===== src/hdl/self_refresh_pkg.sv =====
// Purpose: shared constants and types for the self refresh sequencer
// Assumes: 10 MHz core clock, register port with 8-bit byte addresses
// Notes:   times are kept in ns and converted to core cycles here
package self_refresh_pkg;

    // ==========================================================
    // clock and time conversion
    localparam int CLK_PERIOD_NS = 100;

    // least times round up to whole cycles, never below one
    function automatic int ceil_cycles(input int ns);
        int c;
        c = (ns + CLK_PERIOD_NS - 1) / CLK_PERIOD_NS;
        return (c < 1) ? 1 : c;
    endfunction

    // ==========================================================
    // timing
    localparam int REFRESH_CYCLE_NS   = 160;
    localparam int EXIT_MARGIN_NS     = 10;
    localparam int EXIT_DELAY_NS      = REFRESH_CYCLE_NS + EXIT_MARGIN_NS;
    localparam int EXIT_FAST_NS       = 100;
    localparam int EXIT_ABORT_NS      = 100;
    localparam int EXIT_LOCKED_NS     = 614400;
    localparam int CAL_DELAY_NS       = 2400;
    localparam int REFRESH_PERIOD_NS  = 7800;

    localparam int REFRESH_CYCLES     = ceil_cycles(REFRESH_CYCLE_NS);
    localparam int EXIT_CYCLES        = ceil_cycles(EXIT_DELAY_NS);
    localparam int EXIT_FAST_CYCLES   = ceil_cycles(EXIT_FAST_NS);
    localparam int EXIT_ABORT_CYCLES  = ceil_cycles(EXIT_ABORT_NS);
    localparam int EXIT_LOCKED_CYCLES = ceil_cycles(EXIT_LOCKED_NS);
    localparam int CAL_CYCLES         = ceil_cycles(CAL_DELAY_NS);
    localparam int PERIOD_CYCLES      = ceil_cycles(REFRESH_PERIOD_NS);

    // ==========================================================
    // register map (byte offsets) and fields
    localparam logic [7:0] REG_FEATURE = 8'h10;
    localparam logic [7:0] REG_VREF    = 8'h18;
    localparam logic [7:0] REG_CONFIG  = 8'h20;
    localparam logic [7:0] REG_STATUS  = 8'h24;
    localparam logic [7:0] REG_ROW     = 8'h28;

    localparam int FEATURE_ABORT_BIT = 9;
    localparam int VREF_KEEP_BIT     = 7;
    localparam int CFG_CAL_BIT       = 0;
    localparam int CFG_PARITY_BIT    = 1;
    localparam int CFG_GEARDOWN_BIT  = 2;
    localparam int CFG_DLL_ON_BIT    = 3;
    localparam int STAT_NOP_ERR_BIT  = 8;

    localparam logic [31:0] FEATURE_RESET = 32'h0000_0000;
    localparam logic [31:0] VREF_RESET    = 32'h0000_0000;
    localparam logic [31:0] CONFIG_RESET  = 32'h0000_0008;

    // ==========================================================
    // types
    typedef enum logic [0:0] {st_active, st_self_refresh} sr_state_t;

    typedef struct packed {
        logic ck;
        logic cke;
        logic cs_n;
        logic ras_n;
        logic cas_n;
        logic we_n;
        logic activate_low;
        logic termination_control;
    } dram_pins_t;

endpackage


===== src/hdl/self_refresh_seq.sv =====
// Purpose: device-side self refresh entry, residency and exit sequencing
// Assumes: dram pins are asynchronous and sampled by ref_clk_i through two flops
// Notes:   ready flags tell when each command group may follow an exit
//
// Contract
// entry decoded when cs, ras, cas, cke low and we, activate high
// controller enters only from idle with all timings met
// controller holds clock enable low while self refresh continues
// termination forced off in self refresh, restored on exit
// loop disabled on entry when enabled, re-enabled with reset on exit
// in self refresh only clock enable and reset are observed; the code also decodes deselect or no-operation for exit
// reference kept on allows writes after exit_delay, else after locked delay
// at least one internal refresh starts right after entry
// controller keeps residency at least min_residency
// controller stops clock only after delay, restarts stable before exit
// exit is clock enable high with deselect on the command bus
// basic commands wait exit_delay after exit
// calibration and limited mode writes may follow exit_delay_fast
// reads and writes wait exit_delay_locked
// controller holds clock enable high for the locked delay
// controller waits exit_delay and refreshes before re-entry
// controller presents deselect during exit_delay
// controller holds termination control off during locked delay
// exit_delay is refresh cycle time plus margin
// abort bit cancels refresh without counting; then exit_delay_abort applies
// controller issues an extra refresh before re-entry
// command latency delay is added to every exit wait
// no-operation exit allowed only with parity, latency, gear-down off
// only no-operation commands within the no-operation exit window
// internal timer refreshes periodically, counting rows on completion
`timescale 1ns/1ps

module self_refresh_seq
    import self_refresh_pkg::*;
#(
    parameter int ROW_W         = 16,
    parameter int LOCKED_CYCLES = EXIT_LOCKED_CYCLES
)
(
    input  wire logic              ref_clk_i,
    input  wire logic              rst_n_i,
    input  wire dram_pins_t        pins_i,
    input  wire logic [7:0]        reg_addr_i,
    input  wire logic [31:0]       reg_wdata_i,
    input  wire logic              reg_wr_i,
    input  wire logic              reg_rd_i,
    output logic      [31:0]       reg_rdata_o,
    output logic                   self_refresh_o,
    output logic                   termination_on_o,
    output logic                   dll_enable_o,
    output logic                   dll_reset_o,
    output logic                   vref_on_o,
    output logic                   refresh_busy_o,
    output logic                   ready_fast_o,
    output logic                   ready_basic_o,
    output logic                   ready_write_o,
    output logic                   ready_locked_o
);

    // ==========================================================
    // pin synchronisers and link clock edge
    dram_pins_t pin_meta;
    dram_pins_t pin_sync;
    logic       ck_prev;
    logic       ck_rise;

    always_ff @(posedge ref_clk_i or negedge rst_n_i)
    begin
        if (!rst_n_i)
        begin
            pin_meta <= '0;
            pin_sync <= '0;
            ck_prev  <= 1'b0;
        end
        else
        begin
            pin_meta <= pins_i;
            pin_sync <= pin_meta;
            ck_prev  <= pin_sync.ck;
        end
    end

    assign ck_rise = pin_sync.ck && !ck_prev;

    function automatic logic is_entry(input dram_pins_t p);
        return !p.cs_n && !p.ras_n && !p.cas_n && !p.cke && p.we_n && p.activate_low;
    endfunction

    function automatic logic is_nop(input dram_pins_t p);
        return !p.cs_n && p.ras_n && p.cas_n && p.we_n && p.activate_low;
    endfunction

    // ==========================================================
    // registers
    logic [31:0]      feature_mode_reg;
    logic [31:0]      vref_ctrl_mode_reg;
    logic [31:0]      config_reg;
    logic             nop_err;
    logic [ROW_W-1:0] row;
    logic             nop_violation;

    always_ff @(posedge ref_clk_i or negedge rst_n_i)
    begin
        if (!rst_n_i)
        begin
            feature_mode_reg   <= FEATURE_RESET;
            vref_ctrl_mode_reg <= VREF_RESET;
            config_reg         <= CONFIG_RESET;
        end
        else if (reg_wr_i)
        begin
            unique case (reg_addr_i)
                REG_FEATURE: feature_mode_reg   <= reg_wdata_i;
                REG_VREF:    vref_ctrl_mode_reg <= reg_wdata_i;
                REG_CONFIG:  config_reg         <= reg_wdata_i;
                default:     ;
            endcase
        end
    end

    // sticky error: a new violation wins over a software clear
    always_ff @(posedge ref_clk_i or negedge rst_n_i)
    begin
        if (!rst_n_i)
            nop_err <= 1'b0;
        else if (nop_violation)
            nop_err <= 1'b1;
        else if (reg_wr_i && reg_addr_i == REG_STATUS && reg_wdata_i[STAT_NOP_ERR_BIT])
            nop_err <= 1'b0;
    end

    logic [31:0] status_word;
    assign status_word = {23'h0, nop_err, ready_locked_o, ready_write_o, ready_basic_o,
                          ready_fast_o, vref_on_o, dll_enable_o, refresh_busy_o, self_refresh_o};

    always_ff @(posedge ref_clk_i or negedge rst_n_i)
    begin
        if (!rst_n_i)
            reg_rdata_o <= 32'h0;
        else if (reg_rd_i)
        begin
            unique case (reg_addr_i)
                REG_FEATURE: reg_rdata_o <= feature_mode_reg;
                REG_VREF:    reg_rdata_o <= vref_ctrl_mode_reg;
                REG_CONFIG:  reg_rdata_o <= config_reg;
                REG_STATUS:  reg_rdata_o <= status_word;
                REG_ROW:     reg_rdata_o <= 32'(row);
                default:     reg_rdata_o <= 32'h0;
            endcase
        end
        else
            reg_rdata_o <= 32'h0;
    end

    // ==========================================================
    // entry / exit state
    sr_state_t state;
    logic      entry_evt;
    logic      exit_evt;
    logic      nop_allowed;
    logic      abort_at_exit;
    logic      cal_at_exit;

    // entry decode
    assign entry_evt = ck_rise && state == st_active && is_entry(pin_sync);
    // exit on deselect, or no-operation when entry allowed it
    assign exit_evt = ck_rise && state == st_self_refresh && pin_sync.cke &&
                      (pin_sync.cs_n || (nop_allowed && is_nop(pin_sync)));
    assign nop_violation = ck_rise && state == st_self_refresh && pin_sync.cke &&
                           !nop_allowed && is_nop(pin_sync);

    // in self refresh only clock enable and the exit decode (deselect or no-operation) are observed
    always_ff @(posedge ref_clk_i or negedge rst_n_i)
    begin
        if (!rst_n_i)
            state <= st_active;
        else if (entry_evt)
            state <= st_self_refresh;
        else if (exit_evt)
            state <= st_active;
    end

    // no-operation exit fixed by the setup at entry
    always_ff @(posedge ref_clk_i or negedge rst_n_i)
    begin
        if (!rst_n_i)
            nop_allowed <= 1'b0;
        else if (entry_evt)
            nop_allowed <= !config_reg[CFG_PARITY_BIT] && !config_reg[CFG_CAL_BIT] &&
                           !config_reg[CFG_GEARDOWN_BIT];
    end

    always_ff @(posedge ref_clk_i or negedge rst_n_i)
    begin
        if (!rst_n_i)
        begin
            abort_at_exit <= 1'b0;
            cal_at_exit   <= 1'b0;
        end
        else if (exit_evt)
        begin
            abort_at_exit <= feature_mode_reg[FEATURE_ABORT_BIT];
            cal_at_exit   <= config_reg[CFG_CAL_BIT];
        end
    end

    // ==========================================================
    // internal refresh engine, runs without the link clock
    logic [15:0] period_cnt;
    logic [15:0] busy_cnt;
    logic        busy;
    logic        refresh_done;
    logic        abort_cancel;

    assign refresh_done = busy && busy_cnt == 16'd1 && !abort_cancel;
    // abort cancels the refresh in flight
    assign abort_cancel = exit_evt && feature_mode_reg[FEATURE_ABORT_BIT];

    // first refresh on entry, then one each period
    always_ff @(posedge ref_clk_i or negedge rst_n_i)
    begin
        if (!rst_n_i)
        begin
            busy       <= 1'b0;
            busy_cnt   <= 16'd0;
            period_cnt <= 16'd0;
        end
        else if (abort_cancel)
        begin
            busy     <= 1'b0;
            busy_cnt <= 16'd0;
        end
        else if (entry_evt || (state == st_self_refresh && !busy && period_cnt == 16'd0))
        begin
            busy       <= 1'b1;
            busy_cnt   <= 16'(REFRESH_CYCLES);
            period_cnt <= 16'(PERIOD_CYCLES - 1);
        end
        else
        begin
            if (busy)
                busy_cnt <= busy_cnt - 16'd1;
            if (refresh_done)
                busy <= 1'b0;
            if (period_cnt != 16'd0)
                period_cnt <= period_cnt - 16'd1;
        end
    end

    // row counter advances only on a completed refresh
    always_ff @(posedge ref_clk_i or negedge rst_n_i)
    begin
        if (!rst_n_i)
            row <= '0;
        else if (refresh_done)
            row <= row + ROW_W'(1);
    end

    // ==========================================================
    // exit delay tracking
    logic [15:0] elapsed;
    logic        exit_seen;
    logic [15:0] need_basic;
    logic [15:0] need_fast;
    logic [15:0] need_locked;
    logic [15:0] cal_add;

    // latency delay added to every exit wait
    assign cal_add     = cal_at_exit ? 16'(CAL_CYCLES) : 16'd0;
    // basic wait is refresh time plus margin, or the abort figure
    assign need_basic  = (abort_at_exit ? 16'(EXIT_ABORT_CYCLES) : 16'(EXIT_CYCLES)) + cal_add;
    assign need_fast   = 16'(EXIT_FAST_CYCLES) + cal_add;
    assign need_locked = 16'(LOCKED_CYCLES) + cal_add;

    always_ff @(posedge ref_clk_i or negedge rst_n_i)
    begin
        if (!rst_n_i)
        begin
            elapsed   <= 16'd0;
            exit_seen <= 1'b0;
        end
        else if (exit_evt)
        begin
            elapsed   <= 16'd0;
            exit_seen <= 1'b1;
        end
        else if (entry_evt)
            exit_seen <= 1'b0;
        else if (exit_seen && elapsed != 16'hFFFF)
            elapsed <= elapsed + 16'd1;
    end

    // readiness per command group
    always_ff @(posedge ref_clk_i or negedge rst_n_i)
    begin
        if (!rst_n_i)
        begin
            ready_fast_o   <= 1'b1;
            ready_basic_o  <= 1'b1;
            ready_write_o  <= 1'b1;
            ready_locked_o <= 1'b1;
        end
        else if (state == st_self_refresh || exit_evt)
        begin
            ready_fast_o   <= 1'b0;
            ready_basic_o  <= 1'b0;
            ready_write_o  <= 1'b0;
            ready_locked_o <= 1'b0;
        end
        else if (exit_seen)
        begin
            ready_fast_o   <= elapsed >= need_fast;
            ready_basic_o  <= elapsed >= need_basic;
            ready_locked_o <= elapsed >= need_locked;
            // kept reference lets writes in at the basic wait
            ready_write_o  <= vref_ctrl_mode_reg[VREF_KEEP_BIT] ? (elapsed >= need_basic)
                                                                : (elapsed >= need_locked);
        end
    end

    // ==========================================================
    // analog controls
    // termination off in self refresh whatever the pin says
    always_ff @(posedge ref_clk_i or negedge rst_n_i)
    begin
        if (!rst_n_i)
            termination_on_o <= 1'b0;
        else
            termination_on_o <= state == st_active && pin_sync.termination_control;
    end

    // loop off on entry, back on with a one cycle reset pulse at exit
    always_ff @(posedge ref_clk_i or negedge rst_n_i)
    begin
        if (!rst_n_i)
        begin
            dll_enable_o <= 1'b0;
            dll_reset_o  <= 1'b0;
        end
        else
        begin
            dll_enable_o <= config_reg[CFG_DLL_ON_BIT] && state == st_active && !entry_evt;
            dll_reset_o  <= exit_evt && config_reg[CFG_DLL_ON_BIT];
        end
    end

    // reference generator may power down in self refresh
    always_ff @(posedge ref_clk_i or negedge rst_n_i)
    begin
        if (!rst_n_i)
        begin
            vref_on_o      <= 1'b1;
            self_refresh_o <= 1'b0;
            refresh_busy_o <= 1'b0;
        end
        else
        begin
            vref_on_o      <= state == st_active || vref_ctrl_mode_reg[VREF_KEEP_BIT];
            self_refresh_o <= state == st_self_refresh;
            refresh_busy_o <= busy;
        end
    end

    // ==========================================================
    // assertions
    property p_entry;
        @(posedge ref_clk_i) disable iff (!rst_n_i)
        entry_evt |=> state == st_self_refresh ##1 self_refresh_o;
    endproperty
    a_entry: assert property (p_entry) else $error("entry not taken");

    property p_term_off;
        @(posedge ref_clk_i) disable iff (!rst_n_i)
        state == st_self_refresh |=> !termination_on_o;
    endproperty
    a_term_off: assert property (p_term_off) else $error("termination on in self refresh");

    property p_dll_off;
        @(posedge ref_clk_i) disable iff (!rst_n_i)
        entry_evt |=> !dll_enable_o;
    endproperty
    a_dll_off: assert property (p_dll_off) else $error("loop still on after entry");

    property p_hold_sr;
        @(posedge ref_clk_i) disable iff (!rst_n_i)
        state == st_self_refresh && !pin_sync.cke |=> state == st_self_refresh;
    endproperty
    a_hold_sr: assert property (p_hold_sr) else $error("left self refresh without enable");

    property p_first_refresh;
        @(posedge ref_clk_i) disable iff (!rst_n_i)
        entry_evt |=> busy ##1 refresh_busy_o;
    endproperty
    a_first_refresh: assert property (p_first_refresh) else $error("no refresh at entry");

    property p_row_step;
        @(posedge ref_clk_i) disable iff (!rst_n_i)
        refresh_done |=> row == $past(row) + ROW_W'(1) && !busy;
    endproperty
    a_row_step: assert property (p_row_step) else $error("row not advanced");

    property p_abort;
        @(posedge ref_clk_i) disable iff (!rst_n_i)
        abort_cancel |=> !busy && $stable(row);
    endproperty
    a_abort: assert property (p_abort) else $error("abort did not cancel refresh");

    property p_exit;
        @(posedge ref_clk_i) disable iff (!rst_n_i)
        exit_evt |=> state == st_active && dll_reset_o == config_reg[CFG_DLL_ON_BIT];
    endproperty
    a_exit: assert property (p_exit) else $error("exit not handled");

    property p_basic_wait;
        @(posedge ref_clk_i) disable iff (!rst_n_i)
        $rose(ready_basic_o) |-> $past(elapsed) >= need_basic;
    endproperty
    a_basic_wait: assert property (p_basic_wait) else $error("basic ready too early");

    property p_write_gate;
        @(posedge ref_clk_i) disable iff (!rst_n_i)
        ready_write_o && !vref_ctrl_mode_reg[VREF_KEEP_BIT] && exit_seen |-> $past(elapsed) >= need_locked;
    endproperty
    a_write_gate: assert property (p_write_gate) else $error("write ready before locked delay");

endmodule


===== config.mk =====
export PLATFORM = sky130hd
export DESIGN_NAME = self_refresh_seq
export DESIGN_NICKNAME = d
export VERILOG_FILES = /design/src/hdl/self_refresh_pkg.sv /design/src/hdl/self_refresh_seq.sv
export SDC_FILE = /design/constraint.sdc
export NUM_CORES = 1
export LEC_CHECK = 0
export BUFFER_PORTS_ARGS = -buffer_cell sky130_fd_sc_hd__buf_2
export CORE_ASPECT_RATIO = 0.6
export CORE_UTILIZATION = 45
export CTS_CLUSTER_SIZE = 20
export DETAILED_ROUTE_END_ITERATION = 10
export PLACE_DENSITY = 0.74
export SLEW_MARGIN = 20
export SYNTH_ARGS = -nofsm -noshare
export SYNTH_HDL_FRONTEND = slang
export SYNTH_SLANG_ARGS = --single-unit

===== constraint.sdc =====
create_clock -name ref_clk_i -period 4.4 [get_ports ref_clk_i]
set_input_delay 0.22 -clock ref_clk_i [delete_from_list [all_inputs] [get_ports ref_clk_i]]
set_output_delay 0.22 -clock ref_clk_i [all_outputs]
set_load 0.02 [all_outputs]

# Word level (Yosys, flattened, before mapping)
# Index checks and enable logic that the tools add are counted.
word_totals:
  ramBits: 0
  output_inout_bits: 42
  memories: 0
  latch_bits: 0
  ff_bits: 226
  in_bits: 52
  rom_bits: 0
  wordCells: 154
op_classes:
  addsub: 7
  n_mux: 30
  order_cmp: 3
  reduce_logical: 62
  n_shift: 0
  n_div: 0
  bitwise_logic: 2
  eq_ne: 8
  multipliers: 0
op_table:
  columns: ["operator", "n"]
  rows:
  - ["32-bit one-hot mux with 5 select lines", 1]
  - ["16-bit 2-to-1 mux", 8]
  - ["16-bit by 1-bit adder with 16-bit output, second input constant", 2]
  - ["16-bit by 6-bit >= comparator with 1-bit output", 2]
  - ["1-bit logical AND", 32]
  - ["32-bit 2-to-1 mux", 1]
  - ["16-bit by 1-bit subtractor with 16-bit output, second input constant", 2]
  - ["8-bit by 6-bit equality test with 1-bit output, second input constant", 3]
  - ["1-bit 2-to-1 mux", 18]
  - ["16-bit by 1-bit equality test with 1-bit output, second input constant", 1]
  - ["8-bit by 5-bit equality test with 1-bit output, second input constant", 2]
  - ["16-bit by 14-bit >= comparator with 1-bit output", 1]
  - ["16-bit logical NOT", 1]
  - ["16-bit inequality test, second input constant", 1]
  - ["16-bit nonzero test", 1]
  - ["13-bit by 5-bit adder with 14-bit output, first input constant", 1]
  - ["1-bit logical NOT", 12]
  - ["2-bit AND reduction", 5]
  - ["2-bit nonzero test", 5]
  - ["1-bit by 5-bit adder with 6-bit output, first input constant", 1]
  - ["2-bit by 5-bit adder with 6-bit output", 1]
  - ["3-bit nonzero test", 2]
  - ["5-bit 2-to-1 mux", 1]
  - ["1-bit logical OR", 4]
  - ["3 further kinds", 4]

# Logic depth before layout (Yosys ltp)
# Gate-level depths: netlist of run 1.
logic_depth:
  ltp_word: 14
  ltp_mapped: 10
  depth_no_buf: 8

# Least setup slack after synthesis of run 1
# OpenSTA, ideal clock, no wires.
synth_path:
  kind: "flip-flop to flip-flop"
  from: "reg busy_cnt[4]"
  to: "reg row[1]"
  synth_period_minus_slack_ns: 2.390
  t_arrival_ns: 2.265
  setup_slack_ns: 2.010
  setup_ns: 0.125
  path_stages_with_launch: 6
  required_time_ns: 4.275
  n_path_buf: 0
  path_cell_list: "dfrtp_1 or4_4 or2_4 or4b_1 or3_4 mux2_4"
synth_between:
  elab_chain_len: 3
synth_lines:
  columns: ["element", "line_no", "rtl"]
  rows:
  - ["start, declared", "self_refresh_seq.sv:210", "logic [15:0] busy_cnt;"]
  - ["start signal, assigned", "self_refresh_seq.sv:236", "busy_cnt <= 16'(REFRESH_CYCLES);"]
  - ["start signal, assigned", "self_refresh_seq.sv:242", "busy_cnt <= busy_cnt - 16'd1;"]
  - ["16-bit by 1-bit equality test with 1-bit output", "self_refresh_seq.sv:215", "assign refresh_done = busy && busy_cnt == 16'd1 && !abort_cancel;"]
  - ["1-bit logical AND (2 in a row)", "self_refresh_seq.sv:215", null]
  - ["end signal, assigned", "self_refresh_seq.sv:256", "row <= row + ROW_W'(1);"]
  - ["end, declared", "self_refresh_seq.sv:99", "logic [ROW_W-1:0] row;"]
# No other way between the ends.
# A chain may end at the register's enable or synchronous reset.

# Final worst setup path of run 1
layout_path:
  from: "reg busy_cnt[10]"
  to: "reg row[11]"
# Same word-level chain as after synthesis.

==> results_dict.tcl, run 1 <==
set metrics [dict create \
    use_met1_pct 30.6 \
    hold_viol 0 \
    endpoint_kind "register" \
    overflow 0 \
    power_density_nw_per_um2 460 \
    wire_per_inst_um 17.5 \
    placed_cell_area_um2 10400 \
    gp_congestion 0.809 \
    initial_utilization_pct 46.9 \
    ios 94 \
    numPortBuffers 93 \
    nFillCells 1642 \
    setup_ws_ps 1600 \
    cts_tree "built" \
    status "finished, final reports clean" \
    clock-sinks 226 \
    critPathKind "register to register" \
    rsz0062_at_grt "false" \
    clock_latency_ps 500 \
    grt_use_met2_pct 27.6 \
    globalRouteTotalUtil_pct 19.3 \
    grt_pass1_vias 6249 \
    ant_nets 0 \
    fin_crit_sh_pct 63.7 \
    hold_ws_ps 3.96 \
    syn_area_um2 9610 \
    via_per_inst 5.55 \
    dr.pass1.iters 7 \
    cts_resized 0 \
    critPathLaunchType "register" \
    tightest_slew_ps 816 \
    ys_seq_elements 226 \
    area_delta_synth_final_pct 19.9 \
    fin_tns_setup_ps 0 \
    fmax_ghz 0.357 \
    ctsRootBufferMaster "clkbuf_16" \
    cts_buffers 22 \
    arrival_ps 3220 \
    initialDrtViolationCount 591 \
    stdcell_count 1196 \
    p_leak_nw 5.47 \
    syn_inst 781 \
    synth_warnings 0 \
    synth_edf_count 0 \
    yosysSeqAreaShare_pct 58.9 \
    clockBufferDepth 3 \
    ctsHtreeMaxLevel 1 \
    irDropWorstVdd_mv 0.375 \
    synthArstFlopShare_pct 100 \
    fin_nets 974 \
    cts_setup_buffers 0 \
    slew_headroom_pct 45.6 \
    register_area_um2 5660 \
    antenna_found_initial 0 \
    place_inst 1122 \
    core-area_um2 20500 \
    dp_hpwl_mm 13.9 \
    cp.required_ps 4820 \
    post-place-ws_ps 1480 \
    postSynthAreaPerCell_um2 12.3 \
    syn-num-nets 846 \
    dieArea_um2 22000 \
    final_cell_area_um2 11500 \
    grt_busiest_layer "met1" \
    met3_usage_pct 3.33 \
    setup_viol 0 \
    drive_above_1_share_pct 28.0 \
    final_common_cell "dfrtp_1" \
    path_clk_slew_ps 60 \
    antenna_cells 0 \
    ctsHoldBuffers 35 \
    fin_worst_skew_ps 11.2 \
    num_rows 40 \
    drc 0 \
    final_cell_mix "dfrtp_1 (220), buf_2 (92), mux2_2 (88)" \
    vias 6640 \
    critPathMaxFanout 7 \
    ys_types 60 \
    synth_flop_cell "dfrtp_1" \
    min_period_ps 2800 \
    die_width_um 191 \
    wirelength_mm 20.9 \
    die-height_um 115 \
    grt_pass1_wl_mm 33.8 \
    multi_input_area_um2 3750 \
    maxCapViolCount 0 \
    grt_max_degree 136 \
    slew_viol_final 0 \
    hold_path.class "input port to register" \
]
## routing by layer
| layer | up-vias | wire, um |
|---|---|---|
| met5 | - | 0 |
| met4 | 0 | 340 |
| met3 | 28 | 1200 |
| met2 | 211 | 8880 |
| met1 | 3329 | 10500 |
| li1 | 3072 | - |
## critical path, stage by stage, from the launching register on
cell       delay, ps
dfrtp_1          400
or4_4            570
or4_4            480
nor4_4           290
nand4bb_1        500
nor4_4           320
xor2_1           160
## kinds of logic (layout without fill, tap and decap cells)
kind of cell	Yosys count	count (layout)	synth area share (%)
compound gates	95	95	7.36
xor+xnor	54	54	4.92
fa+ha+maj	13	13	1.69
buf+inv	52	194	2.19
flops	226	226	58.9
mux	97	97	11.4
simple gates	244	244	13.5
## path summary, 6_finish.rpt
| path | start | end | slack, ps | cells past startpoint |
|---|---|---|---|---|
| worst max register to register | busy_cnt[10] | row[11] | 1600 | 6 |
| min in group asynchronous | rst_n_i | termination_on_o | 180 | 2 |
| max in group asynchronous | rst_n_i | reg_rdata_o[25] | 2970 | 4 |
| worst max-delay path | busy_cnt[10] | row[11] | 1600 | 6 |
| worst min-delay path | reg_wdata_i[17] | config_reg[17] | 4 | 2 |
| worst min register to register | pin_meta[1] | pin_sync[1] | 350 | 0 |
## Yosys cell counts (2+ instances only)
cell        n  area share (%)
or4_1       8            0.63
a22oi_1     9            0.70
nand2b_1    8            0.52
and3_1      4            0.26
nand3b_1    3            0.23
o21ai_1     2            0.10
ha_1       13             1.7
a222oi_1   32             3.3
nor4_4      2            0.44
a21oi_1    25             1.3
buf_1       9            0.35
nor3_2      2            0.21
or3_1       5            0.33
a31oi_1     2            0.13
mux2_1      8            0.94
or3b_2      2            0.18
and3b_1     2            0.18
or4b_1      2            0.21
and2_1      2            0.13
a21o_1      3            0.23
nand3_1    18            0.94
nor2_1     82             3.2
a311oi_1    2            0.18
nor2b_1     2            0.13
buf_2       4            0.21
dfrtp_1   220              57
xor2_1     14             1.3
xnor2_1    40             3.6
or4_4       3            0.35
nor3_1     19            0.99
dfstp_2     6             1.6
clkbuf_1   22            0.86
inv_1      16            0.63
mux2_2     88              10
nand2_1    44             1.7
nand4_1     9            0.59
or2_2       2            0.13
a211oi_1    4            0.31
nor4_1     13            0.85
o21ai_0    10            0.52
## area by class of cell
class	count	share of cell area, %
sequential	226	49.2
multi-input combinational	503	32.6
timing repair buffer	140	8.23
clock buffer	30	5.66
tap	273	2.97
clock inverter	8	0.901
inverter	16	0.521
## metrics by stage
step | util, % | total power [mW]
final | 56.3 | 5.30
after global routing | 56.3 | 5.54
after CTS | 56.1 | 5.33
after detailed placement | 50.7 | 3.36
after global placement | 50.7 | 3.32
after floorplan | - | 3.09
## power breakdown
| group | internal, mW | switching [mW] |
|---|---|---|
| clock | 1.16 | 0.786 |
| sequential | 2.33 | 0.237 |
| combinational | 0.380 | 0.411 |
No activity file was read; power rests on OpenSTA's default activity.
==> inputs of run 2 (changes only) <==
--- a/config.mk
+++ b/config.mk
@@ -5,12 +5,13 @@
 export SDC_FILE = /design/constraint.sdc
 export NUM_CORES = 1
 export LEC_CHECK = 0
+export ABC_AREA = 1
 export BUFFER_PORTS_ARGS = -buffer_cell sky130_fd_sc_hd__buf_2
 export CORE_ASPECT_RATIO = 0.6
 export CORE_UTILIZATION = 45
 export CTS_CLUSTER_SIZE = 20
 export DETAILED_ROUTE_END_ITERATION = 10
-export PLACE_DENSITY = 0.74
+export PLACE_DENSITY = 0.76
 export SLEW_MARGIN = 20
 export SYNTH_ARGS = -nofsm -noshare
 export SYNTH_HDL_FRONTEND = slang
==> constraint.sdc (replaced) <==
create_clock -name ref_clk_i -period 2.4 [get_ports ref_clk_i]
set_input_delay 0.12 -clock ref_clk_i [delete_from_list [all_inputs] [get_ports ref_clk_i]]
set_output_delay 0.12 -clock ref_clk_i [all_outputs]
set_load 0.02 [all_outputs]
==> results_dict.tcl, run 2 <==
set metrics [dict create \
    initial_utilization_pct 45.9 \
    cp_slowest_cell "nand3_1" \
    maxCapViolCount 0 \
    cts_resized 0 \
    via_per_inst 5.03 \
    grt_pass1_wl_mm 42.4 \
    slew_headroom_pct 37.5 \
    synth.most_common_cell "nand2_1" \
    numPortBuffers 93 \
    syn-num-nets 1437 \
    die-height_um 124 \
    tightest_slew_ps 938 \
    irDropWorstVdd_mv 0.514 \
    dr.pass1.iters 5 \
    fin_worst_skew_ps 22.0 \
    nFillCells 2148 \
    dieArea_um2 25400 \
    wire_per_inst_um 14.1 \
    hold_viol 0 \
    clock_latency_ps 530 \
    status "finished, final reports clean" \
    hold_path.class "input port to register" \
    gp_congestion 0.908 \
    synth_common_cells "nand2_1 (473), dfrtp_1 (220), nor2_1 (142)" \
    initialDrtViolationCount 825 \
    area_delta_synth_final_pct 16.9 \
    cts_buffers 23 \
    postSynthAreaPerCell_um2 8.11 \
    ys_types 34 \
    ios 94 \
    vias 9240 \
    synth_compound_area_share_pct 7.91 \
    wirelength_mm 25.9 \
    synth_flop_cell "dfrtp_1" \
    slew_viol_final 0 \
    critPathLaunchType "register" \
    antenna_cells 0 \
    final_common_cell "nand2_1" \
    rsz0062_at_grt "false" \
    antenna_found_initial 0 \
    power_density_nw_per_um2 798 \
    ant_nets 0 \
    syn_area_um2 11100 \
    muxShareOfSynthArea_pct 0 \
    overflow 0 \
    p_total_mw 10.4 \
    setup_ws_ps 438 \
    cp.required_ps 2770 \
    grt_max_degree 69 \
    final_cell_mix "nand2_1 (473), dfrtp_1 (220), nor2_1 (142)" \
    critPathKind "register to register" \
    cts_tree "built" \
    path_clk_slew_ps 70 \
    synth_top_family_by_area "simple AND/OR/NAND/NOR gates" \
    critPathMaxFanout 15 \
    synthArstFlopShare_pct 100 \
    arrival_ps 2330 \
    yosysSeqAreaShare_pct 50.9 \
    drive_above_1_share_pct 14.9 \
    p_leak_nw 6.73 \
    clock-sinks 226 \
    setup_viol 0 \
    die_width_um 205 \
    grt_pass1_vias 8432 \
    yosysTopAreaCell "dfrtp_1" \
    synth_top_cell_area_share_pct 49.5 \
    fin_tns_setup_ps 0 \
    dp_hpwl_mm 17.8 \
    synth-simple-area-share_pct 29.5 \
    ctsHtreeMaxLevel 1 \
    critical-path-max-stage-delay_ps 550 \
    ctsRootBufferMaster "clkbuf_16" \
    synth_warnings 0 \
    endpoint_kind "register" \
    synth_edf_count 0 \
    fin_nets 1562 \
    fin_crit_sh_pct 81.7 \
    globalRouteTotalUtil_pct 20.8 \
    fmax_ghz 0.510 \
    drc 0 \
    netlist_top_cells_area "dfrtp_1 (49%), nand2_1 (16%), nor2_1 (4.8%), nand3_1 (4.5%), inv_1 (4.4%)" \
    synth-adder-area-share_pct 1.46 \
    num_rows 44 \
    path_cells "nand2_1, nor2_4, nand3_2, nand3_1, nor2_1" \
    syn_inst 1372 \
    clockBufferDepth 3 \
    core-area_um2 24200 \
    post-place-ws_ps 429 \
    min_period_ps 1960 \
    synthXorXnorAreaFrac_pct 2.52 \
    ys_seq_elements 226 \
]
run 2: cell types whose count changed in the layout (fill, tap and decap cells not counted), sizes merged, moves of 16 or more:
cell,previous run,this run
nor4,16,0
nand2,44,481
inv,17,138
o21ai,12,130
nand3,18,103
mux2,97,0
a222oi,32,0
xnor2,40,9
nor2,82,155
a21oi,25,6
run 2: cell type report:
| class | count | area [um^2] | share of cell area (%) |
|---|---|---|---|
| sequential | 226 | 5660 | 43.5 |
| clock buffer | 28 | 634 | 4.88 |
| clock inverter | 14 | 161 | 1.24 |
| inverter | 135 | 507 | 3.90 |
| tap | 322 | 403 | 3.10 |
| timing repair buffer | 148 | 1030 | 7.91 |
| multi-input combinational | 963 | 4610 | 35.4 |
run 2: final timing paths:
check / from / endpoint / slack [ps] / depth (start not counted)
max: state / busy_cnt[13] / 440 / 5
min: reg_rd_i / reg_rdata_o[20] / 20 / 3
max reg2reg: state / busy_cnt[13] / 440 / 5
min reg2reg: pin_meta[4] / pin_sync[4] / 340 / 0
max in group asynchronous: rst_n_i / ready_write_o / 1510 / 3
min in group asynchronous: rst_n_i / reg_rdata_o[30] / 130 / 2
run 2: per-stage QoR:
| stage | utilization [%] | cell area, um^2 | instances | hold WS, ps |
|---|---|---|---|---|
| after floorplan | - | 11100 | 1372 | -176 |
| after global placement | 48.7 | 11800 | 1753 | 117 |
| after detailed placement | 48.7 | 11800 | 1753 | 120 |
| after CTS | 53.7 | 13000 | 1836 | 6.30 |
| after global routing | 53.7 | 13000 | 1836 | 31.9 |
| final | 53.7 | 13000 | 1836 | 17.7 |
run 2: timing repair:
action | in CTS | in global routing
setup buffers | 0 | 0
endpoints found under the setup margin | 0 | 0
hold buffers | 41 | 0
hold endpoints to repair | 166 | 0
run 2: per-layer routing:
| layer | wire length, um | global-route usage, % |
|---|---|---|
| met5 | 0 | 0 |
| met4 | 447 | 4.63 |
| met1 | 12900 | 32.6 |
| met3 | 1720 | 3.17 |
| met2 | 10900 | 30.1 |
run 2: where the power goes:
group	switching, mW	internal [mW]	leakage [nW]
Sequential	0.413	4.24	3.02
Clock	1.60	2.14	0.379
Combinational	1.24	0.751	3.33
run 2: cells by family (layout without fill, tap and decap cells):
logic type                 after synthesis  after routing
and+or+nand+nor                        776            776
DFF                                    226            226
buffers and inverters                  183            325
AOI/OAI and AO/OA                      142            142
xor gates and xnor gates                32             32
adders and majority gates               13             13
run 2: worst max-delay path, delay by kind of cell, from the launching register on:
family	cells	cell delay [ps]
DFF	1	520
and+or+nand+nor	5	1280
